--- src/design/adc_ctrl_pkg.sv ---
package adc_ctrl_pkg;

    // ----------------------------------------------------------------
    // register map
    // ----------------------------------------------------------------
    localparam logic [7:0] CTRL_REG_ADDR     = 8'hC5;
    localparam logic [7:0] CTRL_RESERVED_VAL = 8'h00;

    // ----------------------------------------------------------------
    // control register fields
    // ----------------------------------------------------------------
    localparam int CHAN_LSB      = 0;
    localparam int CHAN_W        = 3;
    localparam int BUSY_BIT      = 3;
    localparam int DONE_BIT      = 4;
    localparam int EXT_EN_BIT    = 5;

    // ----------------------------------------------------------------
    // reset values and timing
    // ----------------------------------------------------------------
    localparam logic [2:0] CHAN_RST   = 3'h0;
    localparam logic [7:0] RESULT_RST = 8'h00;
    localparam int         CONV_MACHINE_CYCLES = 24;
    localparam int         CNT_W      = 5;

    typedef enum logic [1:0] {
        ST_IDLE,
        ST_CONVERT,
        ST_FINISH
    } conv_state_e;

    typedef struct packed {
        logic [7:0] addr;
        logic       wr;
        logic [7:0] wdata;
    } sfr_write_s;

endpackage

--- src/design/adc_conversion_control.sv ---
`timescale 1ns/100ps
`default_nettype none

module adc_conversion_control #(
    parameter int CONV_CYCLES = adc_ctrl_pkg::CONV_MACHINE_CYCLES
) (
    input  wire logic                     clk_i,
    input  wire logic                     rst_n_i,
    input  wire adc_ctrl_pkg::sfr_write_s sfr_wr_i,
    input  wire logic                     ext_conv_start_pin_i,
    input  wire logic                     idle_mode_i,
    input  wire logic                     power_down_i,
    input  wire logic [7:0]               adc_sample_i,
    output logic [7:0]                    conv_control_reg_o,
    output logic [7:0]                    conv_result_reg_o,
    output logic [2:0]                    channel_select_o,
    output logic                          converting_o,
    output logic                          conv_irq_o
);
    import adc_ctrl_pkg::*;

    // ----------------------------------------------------------------
    // state
    // ----------------------------------------------------------------
    typedef struct packed {
        logic [2:0]       ext_sync;
        conv_state_e      state;
        logic [CNT_W-1:0] count;
        logic             conv_done_flag;
        logic             ext_start_enable;
        logic [2:0]       channel_select;
        logic [7:0]       result;
    } ctrl_state_s;

    localparam logic [CNT_W-1:0] LAST_COUNT = CNT_W'(CONV_CYCLES - 1);

    ctrl_state_s state_ff;
    ctrl_state_s nxt_state;

    logic ctrl_write;
    logic conv_start_busy;
    logic done_after_write;
    logic sw_start;
    logic ext_start;
    logic low_power;

    always_comb begin
        ctrl_write      = sfr_wr_i.wr && (sfr_wr_i.addr == CTRL_REG_ADDR);
        conv_start_busy = (state_ff.state != ST_IDLE);
        low_power       = idle_mode_i || power_down_i;
        // software may clear the flag only; writing one keeps it
        done_after_write = state_ff.conv_done_flag
                           && !(ctrl_write && !sfr_wr_i.wdata[DONE_BIT]);
        sw_start  = ctrl_write && sfr_wr_i.wdata[BUSY_BIT];
        // ext_sync[0] feeds only ext_sync[1]; edge uses stages 1 and 2
        ext_start = state_ff.ext_start_enable
                    && state_ff.ext_sync[1] && !state_ff.ext_sync[2];
    end

    // ----------------------------------------------------------------
    // next state
    // ----------------------------------------------------------------
    always_comb begin
        nxt_state = state_ff;
        nxt_state.ext_sync = {state_ff.ext_sync[1:0], ext_conv_start_pin_i};

        if (ctrl_write) begin
            nxt_state.ext_start_enable = sfr_wr_i.wdata[EXT_EN_BIT];
            if (!state_ff.conv_done_flag && !conv_start_busy) begin
                nxt_state.channel_select = sfr_wr_i.wdata[CHAN_LSB +: CHAN_W];
            end
        end
        nxt_state.conv_done_flag = done_after_write;

        unique case (state_ff.state)
            ST_IDLE: begin
                // a clear-and-start in one write is honoured on the old channel
                if ((sw_start || ext_start) && !done_after_write && !low_power) begin
                    nxt_state.state = ST_CONVERT;
                    nxt_state.count = '0;
                end
            end
            ST_CONVERT: begin
                // further starts are simply not looked at here
                if (low_power) begin
                    nxt_state.state = ST_IDLE;
                end else if (state_ff.count == LAST_COUNT) begin
                    nxt_state.state          = ST_FINISH;
                    nxt_state.conv_done_flag = 1'b1;
                    nxt_state.result         = adc_sample_i;
                end else begin
                    nxt_state.count = state_ff.count + CNT_W'(1);
                end
            end
            ST_FINISH: begin
                // busy overlaps done for this single cycle only
                nxt_state.state = ST_IDLE;
            end
        endcase
        // result only loads on the completion edge, never while done is set
    end

    // ----------------------------------------------------------------
    // registers
    // ----------------------------------------------------------------
    always_ff @(posedge clk_i or negedge rst_n_i) begin
        if (!rst_n_i) begin
            state_ff.ext_sync         <= 3'h0;
            state_ff.state            <= ST_IDLE;
            state_ff.count            <= '0;
            state_ff.conv_done_flag   <= 1'b0;
            state_ff.ext_start_enable <= 1'b0;
            state_ff.channel_select   <= CHAN_RST;
            state_ff.result           <= RESULT_RST;
        end else begin
            state_ff <= nxt_state;
        end
    end

    // ----------------------------------------------------------------
    // outputs
    // ----------------------------------------------------------------
    always_comb begin
        conv_control_reg_o = CTRL_RESERVED_VAL;
        conv_control_reg_o[EXT_EN_BIT] = state_ff.ext_start_enable;
        conv_control_reg_o[DONE_BIT]   = state_ff.conv_done_flag;
        conv_control_reg_o[BUSY_BIT]   = conv_start_busy;
        conv_control_reg_o[CHAN_LSB +: CHAN_W] = state_ff.channel_select;
    end

    assign conv_result_reg_o = state_ff.result;
    assign channel_select_o  = state_ff.channel_select;
    assign converting_o      = (state_ff.state == ST_CONVERT);
    assign conv_irq_o        = state_ff.conv_done_flag;

endmodule

`default_nettype wire

--- config.mk ---
export PLATFORM = sky130hd
export DESIGN_NAME = adc_conversion_control
export DESIGN_NICKNAME = d
export VERILOG_FILES = /design/src/design/adc_ctrl_pkg.sv /design/src/design/adc_conversion_control.sv
export SDC_FILE = /design/constraint.sdc
export NUM_CORES = 1
export LEC_CHECK = 0
export BUFFER_PORTS_ARGS = -buffer_cell sky130_fd_sc_hd__buf_4
export CORE_MARGIN = 10
export CORE_UTILIZATION = 43
export DETAILED_ROUTE_END_ITERATION = 8
export GPL_TIMING_DRIVEN = 0
export PLACE_DENSITY = 0.73
export SETUP_SLACK_MARGIN = 0.02
export SLEW_MARGIN = 20
export SYNTH_ARGS = -nofsm -noshare
export SYNTH_HDL_FRONTEND = slang
export SYNTH_SLANG_ARGS = --single-unit
--- constraint.sdc ---
create_clock -name clk_i -period 1.59 [get_ports clk_i]
set_input_delay 0.318 -clock clk_i [delete_from_list [all_inputs] [get_ports clk_i]]
set_output_delay 0.318 -clock clk_i [all_outputs]
set_load 0.1 [all_outputs]
==> impl_metrics.csv <==
group,metric,value,unit
run_status,status,"finished, violations left",
run_status,violations,"setup timing",
timing,max_freq,571,MHz
cells_and_area,fill_cells,198,
timing,finalHoldViolations,0,
route,routed_via_density,5.26,
critical_path,r2r_slack,-0.16,ns
cells_and_area,final-instance-count-excl-fill,203,
hold_path,hp-class,"in -> reg",
cts,clkTransAtPathRegs,0.13,ns
cells_and_area,nets,206,
cells_and_area,drive_gt1_share,70.9,%
route,drt_pass1_iterations,4,
critical_path,reg2reg_from,"state_ff[19]",
floorplan,io_pins,51,
cts,insertion_delay,0.30,ns
floorplan,dieArea,5580,µm²
timing,layout_worst_path_cycle_share,110,%
synthesis,synth_largest_area_cell,"dfrtp_1",
synthesis,synth-compound-area-share,12.6,%
timing,slew_violations,0,
global_route,grt_usage,11.3,%
critical_path,cp-start-kind,"register",
timing,clock_skew,0.00189,ns
flow_run,drv_cap,0,
cells_and_area,finish.utilization,71.5,%
synthesis,synth_area_per_cell,11.9,µm²
synthesis,synth_simple_gate_area_share,12.9,%
cts,cts_sinks,23,
cells_and_area,final_cell_area,2010,µm²
synthesis,synthArstFlopShare,100,%
global_route,first_global_vias,1072,
synthesis,synth_edf_count,0,
critical_path,worstSetupEndpointType,"register",
placement,placed_area,1710,µm²
floorplan,die_h,74.7,µm
critical_path,cp-endpoint,"state_ff[13]",
critical_path,cp-startpoint,"state_ff[19]",
cts,cts.path.max_buffers,2,
route,routed_wl,3360,µm
synthesis,synth_top_family_by_area,"multiplexers",
route,ant_nets,0,
synthesis,synthMuxAreaShare,13.7,%
synthesis,synth_adder_area_share,2.92,%
synthesis,synth_top_area_share,44.7,%
synthesis,ys.warnings.count,0,
placement,gp_congestion,0.802,
critical_path,path_depth,7,
synthesis,synth.area.top_cells,"dfrtp_1 45%, buf_4 11%, mux2_2 10%",
cells_and_area,multi_input_area,691,µm²
cts,root_buffer,"clkbuf_4",
cells_and_area,syn_to_final_growth,55.8,%
placement,portBuffers,46,
pwr,p_leak,0.00101,µW
floorplan,fp-row-count,19,
critical_path,critPathSlowestCell,"dfrtp_1",
placement,place_inst,186,
timing,setup_violations,17,
global_route,antenna_found_initial,0,
floorplan,start_util,45.9,%
critical_path,crit-reg2reg-capture,"state_ff[13]",
route,dr_total_vias,1067,
synthesis,ys_ff_latch,23,
timing,rsz0062_at_grt,"yes",
synthesis,synthXorXnorAreaFrac,0,%
critical_path,crit_type,"reg -> reg",
critical_path,cp_max_fo,6,
timing,period_needed,1.75,ns
timing,setup_ws,-0.162,ns
route,drt_iter0_markers,46,
floorplan,die_w,74.7,µm
pwr,total_power,2050,µW
cells_and_area,regArea,579,µm²
critical_path,path_delay_family,"flip-flops",
timing,hold_slack,0.113,ns
global_route,gr-total-overflow,0,
cts,cts_tree,"yes",
synthesis,synthCells,108,
critical_path,slowest_delay,0.39,ns
global_route,grt_max_degree,24,
route,wire_per_inst,16.5,µm
cts,cts_buffers,3,
synthesis,ys_seq_area_share,44.7,%
critical_path,ff2ff_path_depth,7,
critical_path,crit_buf_inv,2,
critical_path,crit_chain,"inv_2, ha_4, nor3b_4, buf_6, a21oi_2, a221oi_4, mux2_4",
route,remaining_drc_errors,0,
pwr,peakVddDrop,0.000539,V
synthesis,synth_cell_type_count,33,
synthesis,syn_area,1290,µm²
placement,place_hpwl,2440,µm
pwr,power.density,1020,nW/µm²
cells_and_area,antennaDiodeCount,0,
cts,cts_max_level,1,
synthesis,synth_top_flop_cell,"dfrtp_1",
critical_path,crit_required,1.79,ns
critical_path,cp.arrival,1.95,ns
global_route,grt_pass1_wl,5090,µm
floorplan,core,2810,µm²
metal layers:
layer / vias up / part of all wire, % / track usage, %
met2: 40 / 50 / 19.7
met1: 521 / 39 / 12.7
met3: 2 / 10 / 4.73
met4: 0 / 0.27 / 1.89
li1: 504 / - / -
met5: - / 0 / 0
registers in the layout (all words and copies together) (netlist names):
signal / cells
conv_control_reg_o: 1
state_ff: 8
nxt_state: 2
conv_result_reg_o: 8
channel_select_o: 3
conv_irq_o: 1
stage by stage:
step / setup TNS [ns] / setup WS [ns]
2_1_floorplan: -1.48 / -0.323
3_3_place_gp: -2.55 / -0.318
3_5_place_dp: -3.16 / -0.354
4_1_cts: -1.02 / -0.137
5_1_grt: -2.82 / -0.225
6_report: -1.63 / -0.162
layout make-up:
cell class	instances	area share, %
Tap cell	31	1.93
Buffer	19	7.11
Sequential cell	23	28.9
Clock inverter	1	0.250
Inverter	5	1.06
Timing Repair Buffer	60	25.2
Clock buffer	3	1.12
Multi-Input combinational cell	61	34.4
report_power, final:
part / leakage, µW / internal [µW] / total, µW / switching, µW
clock network: 0.0000177 / 93.7 / 267 / 173
registers: 0.000309 / 617 / 647 / 29.3
logic: 0.000682 / 519 / 1140 / 621
total: 0.00101 / 1230 / 2050 / 824
synthesized netlist by cell type (2+ instances only):
| master | count |
|---|---|
| a221o_2 | 4 |
| a221oi_1 | 2 |
| a22o_1 | 2 |
| a22oi_1 | 2 |
| a41oi_1 | 2 |
| and2_1 | 3 |
| buf_4 | 19 |
| dfrtp_1 | 23 |
| ha_1 | 3 |
| inv_1 | 5 |
| mux2_2 | 12 |
| mux2i_1 | 3 |
| nand2_1 | 4 |
| nand3_1 | 2 |
| nor2_1 | 2 |
| nor3_1 | 3 |
placed cells by master, fill, tap and decap left out, types with 3 or more instances in the layout:
cell type  count
buf_4         71
dfrtp_1       22
mux2_4         9
a221o_2        4
mux2_2         4
buf_6          4
inv_1          3
and2_1         3
nand2_1        3
mux2i_1        3
clkbuf_4       3
buf_12         3
logic make-up (layout without fill, tap and decap cells):
| logic type | Yosys count | after routing |
|---|---|---|
| compound gates | 17 | 17 |
| other cells | 1 | 2 |
| mux | 16 | 16 |
| buf+inv | 25 | 88 |
| flops | 23 | 23 |
| fa+ha+maj | 3 | 3 |
| simple gates | 23 | 23 |
repair_timing:
item | in CTS | in global routing
hold buffers | 1 | 0
buffers inserted | 8 | 6
hold endpoints to repair | 23 | 0
endpoints found under the setup margin | 19 | 18
resized for setup | 22 | 12
gates cloned | 0 | 0
pin swaps | 4 | 6
how the worst min path moves through the flow:
| stage | slack, ns | endpoint | start | cells after the start |
|---|---|---|---|---|
| after floorplan | 0.02 | channel_select_o[0] | rst_n_i | 0 |
| after detailed placement | 0.23 | conv_result_reg_o[5] | rst_n_i | 1 |
| after global routing | 0.09 | nxt_state[21] | ext_conv_start_pin_i | 1 |
| after CTS | 0.10 | nxt_state[21] | ext_conv_start_pin_i | 1 |
| final | 0.11 | nxt_state[21] | ext_conv_start_pin_i | 1 |
| after global placement | 0.23 | state_ff[14] | rst_n_i | 1 |
No activity file was read; power rests on OpenSTA's default activity.
